==> src/design/ldl_pkg.sv <==
// Constants for the serial data path and latches of a 24-channel PWM driver.
// Assumes one 20 MHz clock aclk; every pin but aresetn and the AXI4-Lite port is asynchronous to it.
//
// Function
// RULE1: Pixel latch is loaded as a 288-bit word from pixel serial input.
// RULE2: Each pixel shift clock rise shifts common register toward MSB, MSB out.
// RULE3: Strobe level at last pixel shift edge picks the transfer target.
// RULE4: Strobe low at that edge: all 288 bits go to the pixel latch.
// RULE5: Strobe high: bits 0-198 to trim latch, 199-215 to trim shifter.
// RULE6: Controller waits over 7 ms after last trim shift edge before strobe; the bench strobes far sooner after its trim shift.
// RULE7: Common shift register has no defined power-up value.
// RULE8: Pixel latch is 288 bits, one 12-bit on-time per output.
// RULE9: New pixel latch values act on the outputs at once.
// RULE10: Controller strobes pixel data only while blank_n is low; the bench also strobes pixel data with blank_n high.
// RULE11: Fields run red, green, blue per channel, red 0 lowest.
// RULE12: Controller latches valid pixel data before enabling outputs.
// RULE13: While blank_n is low every output is off.
// RULE14: Controller holds blank_n low until latches are programmed.
// RULE15: Trim latch is also written from its own serial shift register.
// RULE16: Trim latch contents can be read out on pixel serial output.
// RULE17: Trim shift clock rise shifts 216-bit register, MSB on trim output.
// RULE18: Trim shift register has no defined power-up value.
// RULE19: Internal blank on pixel load with timing reset, and at 4096th edge.
// RULE20: With timing reset or auto repeat, blank_n may be tied high.
// RULE21: blank_n fall clears the three PWM counters; they stay zero while low.
// RULE22: Output is on while its group counter is at most its 12-bit value; the code also keeps it off at count 0.
// RULE23: Strobe rise captures, using a select flag kept at each shift edge.
package ldl_pkg;
  localparam int PIX_W      = 288;
  localparam int TRIM_W     = 216;
  localparam int TRIM_LO_HI = 198;
  localparam int TRIM_UD_LO = 199;
  localparam int FIELD_W    = 12;
  localparam int CHANNELS   = 8;
  localparam int GROUPS     = 3;
  localparam int CNT_W      = 13;
  localparam logic [CNT_W-1:0] CNT_LAST = 13'h0FFF;
  localparam logic [CNT_W-1:0] CNT_OVER = 13'h1000;

  localparam int SYN_W      = 9;
  localparam int SYN_PSIN   = 0;
  localparam int SYN_PSCK   = 1;
  localparam int SYN_STROBE = 2;
  localparam int SYN_BLANK  = 3;
  localparam int SYN_TSIN   = 4;
  localparam int SYN_TSCK   = 5;
  localparam int SYN_GCLK   = 6;

  localparam int ADDR_W = 8;
  localparam logic [ADDR_W-1:0] ADDR_CTRL   = 8'h00;
  localparam logic [ADDR_W-1:0] ADDR_STATUS = 8'h04;
  localparam logic [ADDR_W-1:0] ADDR_INDEX  = 8'h08;
  localparam logic [ADDR_W-1:0] ADDR_PIXEL  = 8'h0C;
  localparam logic [ADDR_W-1:0] ADDR_TRIM   = 8'h10;
  localparam logic [ADDR_W-1:0] ADDR_TSHIFT = 8'h14;

  localparam int CTRL_TRESET_BIT = 0;
  localparam int CTRL_REPEAT_BIT = 1;
  localparam int CTRL_TLOAD_BIT  = 2;
  localparam logic [1:0] CTRL_RESET  = 2'h0;
  localparam logic [3:0] INDEX_RESET = 4'h0;
  localparam int STAT_OUT_LSB = 8;

  localparam logic [1:0] RESP_OKAY   = 2'h0;
  localparam logic [1:0] RESP_SLVERR = 2'h2;
endpackage

==> src/design/ldl_pwm_if.sv <==
// Carrier between the data-path top and the PWM output stage.
// Assumes both ends run on the same clock.
`timescale 1ns/1ns
interface ldl_pwm_if;
  import ldl_pkg::*;
  logic [PIX_W-1:0]  pixel_latch;
  logic              pixel_load;
  logic              blank_n;
  logic              blank_fall;
  logic [GROUPS-1:0] group_tick;
  logic              timing_reset_en;
  logic              auto_repeat_en;
  logic [GROUPS*CHANNELS-1:0] led_on;

  modport ctrl
  (
    output pixel_latch, pixel_load, blank_n, blank_fall, group_tick,
    output timing_reset_en, auto_repeat_en,
    input  led_on
  );
  modport pwm
  (
    input  pixel_latch, pixel_load, blank_n, blank_fall, group_tick,
    input  timing_reset_en, auto_repeat_en,
    output led_on
  );
endinterface

==> src/design/ldl_pwm.sv <==
// Three group counters and 24 output comparators.
// Assumes ticks and blank are already synchronised to aclk.
`timescale 1ns/1ns
module ldl_pwm
  import ldl_pkg::*;
(
  input wire logic aclk,
  input wire logic aresetn,
  ldl_pwm_if.pwm   pw
);
  logic [CNT_W-1:0] cnt [GROUPS];

  // ----------------------------------------------------------------
  // Group counters
  // ----------------------------------------------------------------
  for (genvar g = 0; g < GROUPS; g++)
  begin : g_cnt
    wire internal_blank = pw.pixel_load && pw.timing_reset_en;     // RULE19
    wire wrap           = pw.auto_repeat_en && cnt[g] == CNT_LAST; // RULE19
    always_ff @(posedge aclk)
    begin
      if (!aresetn || !pw.blank_n || pw.blank_fall || internal_blank) // RULE21
        cnt[g] <= '0;
      else if (pw.group_tick[g])
        cnt[g] <= wrap ? '0 : (cnt[g] == CNT_OVER ? cnt[g] : cnt[g] + 1'b1);
    end

  end

  // ----------------------------------------------------------------
  // Output compare
  // ----------------------------------------------------------------
  // Comparison uses the live latch, so a reload acts at once.
  for (genvar i = 0; i < GROUPS*CHANNELS; i++)
  begin : g_out
    localparam int G = i % GROUPS;
    wire [CNT_W-1:0] level = {1'b0, pw.pixel_latch[i*FIELD_W +: FIELD_W]};
    wire next_on = pw.blank_n && cnt[G] != '0 && cnt[G] <= level; // RULE22
    always_ff @(posedge aclk)
    begin
      if (!aresetn)
        pw.led_on[i] <= 1'b0;
      else
        pw.led_on[i] <= next_on; // RULE9 RULE13
    end

  end
endmodule

==> src/design/ldl_top.sv <==
// Serial data path, pixel and trim latches, AXI4-Lite view, PWM stage.
// Assumes all serial pins toggle slowly against aclk (link near 2.5 MHz).
//
// The register addresses and the AXI4-Lite register port were left to the implementer.
`timescale 1ns/1ns
module ldl_top
  import ldl_pkg::*;
(
  input  wire logic                aclk,
  input  wire logic                aresetn,
  input  wire logic                pixel_serial_in,
  input  wire logic                pixel_shift_clock,
  input  wire logic                latch_strobe,
  input  wire logic                blank_n,
  input  wire logic                correction_serial_in,
  input  wire logic                correction_shift_clock,
  input  wire logic [GROUPS-1:0]   pwm_group_clocks,
  output wire logic                pixel_serial_out,
  output wire logic                correction_serial_out,
  output wire logic [CHANNELS-1:0] red_outputs,
  output wire logic [CHANNELS-1:0] green_outputs,
  output wire logic [CHANNELS-1:0] blue_outputs,
  input  wire logic [ADDR_W-1:0]   s_axi_awaddr,
  input  wire logic                s_axi_awvalid,
  output wire logic                s_axi_awready,
  input  wire logic [31:0]         s_axi_wdata,
  input  wire logic [3:0]          s_axi_wstrb,
  input  wire logic                s_axi_wvalid,
  output wire logic                s_axi_wready,
  output logic      [1:0]          s_axi_bresp,
  output logic                     s_axi_bvalid,
  input  wire logic                s_axi_bready,
  input  wire logic [ADDR_W-1:0]   s_axi_araddr,
  input  wire logic                s_axi_arvalid,
  output wire logic                s_axi_arready,
  output logic      [31:0]         s_axi_rdata,
  output logic      [1:0]          s_axi_rresp,
  output logic                     s_axi_rvalid,
  input  wire logic                s_axi_rready
);
  ldl_pwm_if pw ();

  // ----------------------------------------------------------------
  // Pin synchronisers and edge detection
  // ----------------------------------------------------------------
  logic [SYN_W-1:0] syn_a;
  logic [SYN_W-1:0] syn_b;
  logic [SYN_W-1:0] syn_c;
  wire  [SYN_W-1:0] pins = {pwm_group_clocks, correction_shift_clock,
                            correction_serial_in, blank_n, latch_strobe,
                            pixel_shift_clock, pixel_serial_in};

  always_ff @(posedge aclk)
  begin
    if (!aresetn)
    begin
      syn_a <= '0;
      syn_b <= '0;
      syn_c <= '0;
    end
    else
    begin
      syn_a <= pins;
      syn_b <= syn_a;
      syn_c <= syn_b;
    end
  end

  wire [SYN_W-1:0] rise     = syn_b & ~syn_c;
  wire [SYN_W-1:0] fall     = ~syn_b & syn_c;
  wire             psin     = syn_b[SYN_PSIN];
  wire             strobe   = syn_b[SYN_STROBE];
  wire             tsin     = syn_b[SYN_TSIN];
  wire             pix_rise = rise[SYN_PSCK];
  wire             trm_rise = rise[SYN_TSCK];
  wire             stb_rise = rise[SYN_STROBE];
  wire             stb_fall = fall[SYN_STROBE];

  // ----------------------------------------------------------------
  // Shift registers and latches
  // ----------------------------------------------------------------
  // No reset on the shift registers and latches: the silicon powers up random, so a reset would
  // hide controller bugs that depend on a defined start value.
  logic [PIX_W-1:0]  common_shift; // RULE7
  logic [PIX_W-1:0]  pixel_latch;
  logic [TRIM_W-1:0] trim_shift;   // RULE18
  logic [TRIM_W-1:0] trim_latch;
  logic              dest_trim;
  logic              trim_read;
  logic [1:0]        ctrl;
  logic [3:0]        word_index;
  logic              trim_load;

  wire to_pixel = stb_rise && !dest_trim; // RULE3 RULE23
  wire to_trim  = stb_rise && dest_trim;  // RULE3 RULE23

  // Select flag follows the strobe level at every pixel shift edge.
  always_ff @(posedge aclk)
  begin
    if (!aresetn)
      dest_trim <= 1'b0;
    else if (pix_rise)
      dest_trim <= strobe; // RULE23
  end

  // A trim transfer arms a readback: the strobe fall copies the trim
  // latch into the common register so it walks out on the serial pin.
  always_ff @(posedge aclk)
  begin
    if (!aresetn)
      trim_read <= 1'b0;
    else if (to_trim)
      trim_read <= 1'b1;
    else if (stb_fall)
      trim_read <= 1'b0;
  end

  always_ff @(posedge aclk)
  begin
    if (trim_read && stb_fall)
      common_shift <= {{(PIX_W-TRIM_W){1'b0}}, trim_latch}; // RULE16
    else if (pix_rise)
      common_shift <= {common_shift[PIX_W-2:0], psin}; // RULE1 RULE2
  end

  always_ff @(posedge aclk)
  begin
    if (to_pixel)
      pixel_latch <= common_shift; // RULE4 RULE8 RULE11
  end

  always_ff @(posedge aclk)
  begin
    if (to_trim)
      trim_shift[TRIM_W-1:TRIM_UD_LO] <= common_shift[TRIM_W-1:TRIM_UD_LO];
      // RULE5
    else if (trm_rise)
      trim_shift <= {trim_shift[TRIM_W-2:0], tsin}; // RULE17
  end

  always_ff @(posedge aclk)
  begin
    if (to_trim)
      trim_latch[TRIM_LO_HI:0] <= common_shift[TRIM_LO_HI:0]; // RULE5
    else if (trim_load)
      trim_latch <= trim_shift; // RULE15
  end

  assign pixel_serial_out      = common_shift[PIX_W-1]; // RULE2
  assign correction_serial_out = trim_shift[TRIM_W-1];  // RULE17

  // ----------------------------------------------------------------
  // PWM stage
  // ----------------------------------------------------------------
  assign pw.pixel_latch     = pixel_latch;
  assign pw.pixel_load      = to_pixel;
  assign pw.blank_n         = syn_b[SYN_BLANK];
  assign pw.blank_fall      = fall[SYN_BLANK];
  assign pw.group_tick      = rise[SYN_GCLK +: GROUPS];
  assign pw.timing_reset_en = ctrl[CTRL_TRESET_BIT];
  assign pw.auto_repeat_en  = ctrl[CTRL_REPEAT_BIT];

  ldl_pwm u_pwm
  (
    .aclk    (aclk),
    .aresetn (aresetn),
    .pw      (pw.pwm)
  );

  for (genvar c = 0; c < CHANNELS; c++)
  begin : g_map
    assign red_outputs[c]   = pw.led_on[c*GROUPS];
    assign green_outputs[c] = pw.led_on[c*GROUPS+1];
    assign blue_outputs[c]  = pw.led_on[c*GROUPS+2];
  end

  // ----------------------------------------------------------------
  // AXI4-Lite slave
  // ----------------------------------------------------------------
  // Address and data are taken together, so order of arrival is free.
  wire wr_take  = s_axi_awvalid && s_axi_wvalid && !s_axi_bvalid;
  wire rd_take  = s_axi_arvalid && !s_axi_rvalid;
  wire wr_ctrl  = wr_take && s_axi_awaddr == ADDR_CTRL;
  wire wr_index = wr_take && s_axi_awaddr == ADDR_INDEX;
  wire wr_ok    = wr_ctrl || wr_index;
  wire rd_ok    = s_axi_araddr inside {ADDR_CTRL, ADDR_STATUS, ADDR_INDEX,
                                       ADDR_PIXEL, ADDR_TRIM, ADDR_TSHIFT};

  assign s_axi_awready = wr_take;
  assign s_axi_wready  = wr_take;
  assign s_axi_arready = rd_take;

  wire [511:0] pix_pad  = {224'h0, pixel_latch};
  wire [511:0] trm_pad  = {296'h0, trim_latch};
  wire [511:0] tsh_pad  = {296'h0, trim_shift};
  wire [8:0]   word_lsb = {word_index, 5'h00};
  wire [31:0]  status   = {pw.led_on, 4'h0, correction_serial_out,
                           pixel_serial_out, dest_trim, pw.blank_n};

  wire [31:0] rd_word =
    s_axi_araddr == ADDR_CTRL   ? {30'h0, ctrl} :
    s_axi_araddr == ADDR_STATUS ? status :
    s_axi_araddr == ADDR_INDEX  ? {28'h0, word_index} :
    s_axi_araddr == ADDR_PIXEL  ? pix_pad[word_lsb +: 32] :
    s_axi_araddr == ADDR_TRIM   ? trm_pad[word_lsb +: 32] :
    s_axi_araddr == ADDR_TSHIFT ? tsh_pad[word_lsb +: 32] : 32'h0000_0000;

  always_ff @(posedge aclk)
  begin
    if (!aresetn)
    begin
      ctrl       <= CTRL_RESET;
      word_index <= INDEX_RESET;
      trim_load  <= 1'b0;
    end
    else
    begin
      trim_load <= wr_ctrl && s_axi_wstrb[0] && s_axi_wdata[CTRL_TLOAD_BIT];
      if (wr_ctrl && s_axi_wstrb[0])
        ctrl <= s_axi_wdata[1:0];
      if (wr_index && s_axi_wstrb[0])
        word_index <= s_axi_wdata[3:0];
    end
  end

  always_ff @(posedge aclk)
  begin
    if (!aresetn)
    begin
      s_axi_bvalid <= 1'b0;
      s_axi_bresp  <= RESP_OKAY;
    end
    else if (wr_take)
    begin
      s_axi_bvalid <= 1'b1;
      s_axi_bresp  <= wr_ok ? RESP_OKAY : RESP_SLVERR;
    end
    else if (s_axi_bready)
      s_axi_bvalid <= 1'b0;
  end

  always_ff @(posedge aclk)
  begin
    if (!aresetn)
    begin
      s_axi_rvalid <= 1'b0;
      s_axi_rresp  <= RESP_OKAY;
      s_axi_rdata  <= 32'h0000_0000;
    end
    else if (rd_take)
    begin
      s_axi_rvalid <= 1'b1;
      s_axi_rresp  <= rd_ok ? RESP_OKAY : RESP_SLVERR;
      s_axi_rdata  <= rd_word;
    end
    else if (s_axi_rready)
      s_axi_rvalid <= 1'b0;
  end
endmodule

==> config.mk <==
export PLATFORM = sky130hd
export DESIGN_NAME = ldl_top
export DESIGN_NICKNAME = d
export VERILOG_FILES = /design/src/design/ldl_pkg.sv /design/src/design/ldl_pwm_if.sv /design/src/design/ldl_pwm.sv /design/src/design/ldl_top.sv
export SDC_FILE = /design/constraint.sdc
export NUM_CORES = 2
export LEC_CHECK = 0
export ABC_AREA = 1
export CAP_MARGIN = 20
export CORE_UTILIZATION = 58
export CTS_CLUSTER_SIZE = 24
export DETAILED_ROUTE_END_ITERATION = 10
export DONT_BUFFER_PORTS = 1
export HOLD_SLACK_MARGIN = 0.06
export PLACE_DENSITY = 0.72
export SLEW_MARGIN = 20
export SYNTH_ARGS = -nofsm -noshare
export SYNTH_HDL_FRONTEND = slang
export SYNTH_SLANG_ARGS = --single-unit
==> constraint.sdc <==
create_clock -name aclk -period 22.2 [get_ports aclk]
set_input_delay 2.22 -clock aclk [delete_from_list [all_inputs] [get_ports aclk]]
set_output_delay 2.22 -clock aclk [all_outputs]
set_load 0.05 [all_outputs]
Word level (Yosys, flattened, before mapping)
Memories as Yosys holds them, arrays and structs flattened. Index checks and enable logic that the tools add are counted.

Divide/modulo/power cells: 0. Shifts and indexed selects: 3. Bitwise logic cells: 8. Muxes and demuxes: 40. Reductions and logical operators: 65. Add/subtract/negate cells: 3. Order comparisons: 24. Multipliers: 0. Eq/ne operators: 12.

Operator list (count): $shiftx 512x10->32 (3); $mux 216 (3); $mux 199 (2); $le 13x12->1 (24); $mux 32 (6); $mux 13 (9); $logic_and 1x1->1 (42); $add 13x1->13 const B (3); $eq 13x12->1 const B (3); $eq 13x13->1 const B (3); $reduce_bool 13->1 (3); $eq 8x4->1 const B (3); $mux 1 (17); $mux 17 (1); $eq 8x5->1 const B (2); $logic_not 8->1 (2); $reduce_bool 2->1 (6); $and 9x9->9 (1); $not 9->9 (1); $eq 8x3->1 const B (1); $reduce_bool 6->1 (1); $logic_not 1->1 (5); $and 4x4->4 (1); $logic_or 1x1->1 (4); other kinds (5) (9).

RAM bits: 39. Memories: 1. Output and inout bits: 67. Input port bits: 68. Register bits: 1106. Latch bits: 0. Bits in read-only memories: 0.

Memories: u_pwm.cnt (words 3, bits a word 13, read ports 3, clocked after memory_dff 0, write ports 3, line ldl_pwm.sv:11) `logic [CNT_W-1:0] cnt [GROUPS];`.

Longest topological paths before layout
Word-level depth: 8. Gate-level depth with buffers: 16. Mapped depth without buffers: 14.

Hierarchy
A second synthesis with hierarchy kept.

Cell total of the unflattened synthesis: 5954. Area total of the unflattened synthesis: 56161.4 um2.

Modules (own cells, without submodules): ldl_top (instances 1, area an instance 45083.2 um2, cells each 4236, sequential area each 30949.7 um2); ldl_pwm (instances 1, area an instance 11078.1 um2, cells each 1718, sequential area each 1651.6 um2).

Least setup slack after synthesis
No wires, ideal clock.

Path type: register to register. From: reg dest_trim. To: mem u_pwm.cnt[0][0] (enable). Cell stages (with the launch flop): 4. Required time: 21.796 ns. Slack: -2.043 ns. Period minus slack after synthesis: 24.243 ns. Setup time: 0.404 ns. Arrival: 23.839 ns. Buffers on the path: 0. Path through: dfxtp_1 > nor3_1 > a21oi_1 > o31ai_1.

RTL lines: from (decl) (line ldl_top.sv:88) `logic dest_trim;`; from (signal assigned) (line ldl_top.sv:103) `dest_trim <= strobe;`; to (decl) (line ldl_pwm.sv:11).

Worst setup path after layout
From: in s_axi_arvalid. To: out s_axi_arready.

Longest elaborated chain between the ends: 1.

Ends and longest elaborated chain: from (decl) (line ldl_top.sv:34) `input wire logic s_axi_arvalid,`; $logic_and 1x1->1 (line ldl_top.sv:182) `wire rd_take = s_axi_arvalid && !s_axi_rvalid;`; to (decl) (line ldl_top.sv:35) `output wire logic s_axi_arready,`.

No other way between the ends.

==> flow_summary.yaml <==
global_route:
  grt_pass1_wl_um: 259000
  antenna_found_initial: 15
  grt_usage: 0.365
  grt_overflow: 0
  grt_start_max_net_pins: 193
  grt_pass1_vias: 39600
drt:
  firstDrtPassIters: 8
  drc: 0
  postRouteAntennaNets: 0
  num_vias: 43000
  wl_um: 179000
  viasPerCell: 6.23
  wl_per_cell_um: 25.9
  drt_iter0_markers: 6729
critical_path:
  cp.buffers_inverters: 1
  ff2ff_path_depth: 11
  crit_type: "input pin to output pin"
  r2r-start: "word_index[2]"
  r2r_end: "s_axi_rdata[11]"
  cp-end-kind: "output pin"
  cp.required_ps: 19980
  cpPeakStageDelay_ps: 470
  crit_slowest_cell: "nor2_4"
  critical_path.max_fanout: 10
  startpoint_type: "input pin"
  path_cells: "inv_1, nor2_4"
  arrival_ps: 2730
  regToRegSetupSlack_ps: 17560
  path_delay_family: "simple AND/OR/NAND/NOR gates"
synthesis:
  yosysWarningCount: 0
  synth.avg_cell_area_um2: 9.83
  postSynthCellCount: 5622
  yosys.area.top_type: "edfxtp_1"
  ys_ff_latch: 1140
  synth_edf_count: 975
  netlist_area_um2: 55300
  synth_top_area_share: 0.530
  ys_seq_area_frac: 0.589
  synthArstFlopShare: 0
  yosys-top-cells-area: "edfxtp_1, nand2_1, ha_1"
  synth_ff_type: "edfxtp_1"
  post_synth_num_cell_types: 49
sta:
  fin_skew_ps: 31.4
  worst_slew_pin_slew_ps: 1210
  min_period_ps: 4950
  timing.final.crit_share: 0.223
  max-slew-margin-rel: 0.192
  rsz0062_at_grt: "false"
  clock.fmax_mhz: 202
  whs_ps: 407
  finalSetupViolations: 0
  setup-tns-final_ps: 0
  slew_violations: 0
  layout_setup_ws_ps: 17250
  finalHoldViolCount: 0
final_layout:
  nFillCells: 7463
  final-seq-area_um2: 32600
  area_delta_synth_final_pct: 8.85
  final_common_cell: "nand2_1"
  multi_input_area_um2: 18900
  mostFrequentLayoutCells: "nand2_1, edfxtp_1, inv_1, o21ai_0, a21oi_1"
  drive_gt1_frac: 0.0578
  finalNetCount: 5907
  final_area_um2: 60200
clock_tree:
  cts_max_path_buffers: 3
  clk_latency_ps: 720
  cts_inserted_buffers: 115
  post_cts_resize_count: 0
  clock-sinks: 1140
  cts_max_level: 3
  ctsHoldBuffers: 0
  root_buffer: "clkbuf_16"
  post-cts-setup-buffers: 0
  clk_pin_slew_worst_paths_ps: 60
  cts_tree: "done"
min_path:
  holdPathEnd: "syn_b[6]"
  hold_depth: 2
  hold_start: "syn_a[6]"
  hold_class: "flop to flop"
floorplanning:
  die_h_um: 311
  placementRows: 112
  fp.dieW_um: 311
  core_um2: 93900
  die_area_um2: 96500
  io_pins: 135
  initial_core_util: 0.589
place:
  place.gp.congestion: 0.993
  dp_slack_ps: 16670
  portBuffers: 0
  placed_area_um2: 56400
  dpl.hpwl_um: 118000
status:
  outcome: "finished clean"
power_and_ir_drop:
  max-vdd-ir-drop_mv: 0.0580
  power_density_nw_per_um2: 76.8
  p_leak_nw: 24.2
run:
  maxCapViolations: 0
[through the flow]
step,power (mW),instances,utilization
3_3_place_gp,2.71,6678,0.600
6_report,4.62,6905,0.641
2_1_floorplan,2.64,5623,-
3_5_place_dp,2.72,6681,0.601
4_1_cts,4.61,6898,0.641
5_1_grt,4.73,6903,0.641
[cells in the mapped netlist, types with 3 or more instances]
master	instances
a211oi_1	10
a21o_1	16
a21oi_1	445
a32o_1	6
a32oi_1	32
buf_1	20
buf_2	83
buf_4	14
buf_6	9
clkbuf_1	153
clkinv_1	3
dfxtp_1	165
edfxtp_1	975
ha_1	294
inv_1	685
inv_2	7
mux2_2	19
nand2_1	1034
nand2_2	3
nand3_1	199
nand4_1	28
nor2_1	445
nor2_2	3
nor2_4	3
nor3_1	107
nor3_2	3
nor3b_1	12
nor4_1	16
o211a_1	5
o211ai_1	104
o21a_1	16
o21ai_0	627
o21ai_1	40
o22ai_1	9
or2_2	5
or4_1	5
xnor2_1	4
xor2_1	6
[kinds of logic after synthesis]
family,count (synthesis),share of synthesized area
AO/OA/AOI/OAI,1317,0.130
adder cells (fa/ha/maj),294,0.0665
flip-flops,1140,0.589
buffers and inverters,974,0.0702
multiplexers,19,0.00387
XOR/XNOR,10,0.00158
other,1,0.0000678
AND/OR/NAND/NOR,1867,0.139
[metal layers]
metal / vias to the layer above / track usage / part of all wire
met1: 20200 / 0.477 / 0.36
met2: 2970 / 0.528 / 0.42
met3: 609 / 0.123 / 0.15
met4: 14 / 0.218 / 0.067
li1: 19200 / - / -
met5: - / 0.0119 / 0.0013
[registers in the layout, summed over array words and instances (netlist names)]
register         flops
syn_a                9
ctrl                 2
syn_c                6
dest_trim            1
u_pwm.cnt           39
s_axi_rdata         32
s_axi_bvalid         1
s_axi_bresp          1
trim_shift         216
pixel_latch        288
word_index           4
s_axi_rresp          1
common_shift       288
s_axi_rvalid         1
trim_read            1
trim_load            1
trim_latch         216
u_pwm.pw.led_on     24
syn_b                9
[worst max path at each step]
stage	depth (start not counted)	start	slack (ps)	to
global placement	8	s_axi_arvalid	16710	s_axi_rresp[1]
floorplan	4	syn_b[2]	8010	u_pwm.cnt[0][0]
detailed placement	8	s_axi_arvalid	16670	s_axi_rresp[1]
finish	2	s_axi_arvalid	17250	s_axi_arready
global route	8	s_axi_arvalid	17090	s_axi_rresp[1]
CTS	2	s_axi_arvalid	17250	s_axi_arready
[where the power goes]
part | switching [mW] | internal (mW) | total [mW]
sequential | 0.0714 | 2.41 | 2.48
clock | 0.844 | 1.09 | 1.94
combinational | 0.146 | 0.0610 | 0.207
[area by class of cell]
cell class | count | area share
clock buffer | 169 | 0.0557
multi-input combinational | 3509 | 0.315
tap | 1254 | 0.0261
timing repair buffer | 84 | 0.0117
clock inverter | 48 | 0.00618
antenna | 6 | 0.000250
sequential | 1140 | 0.542
inverter | 695 | 0.0437
No activity file was read; power rests on OpenSTA's default activity.
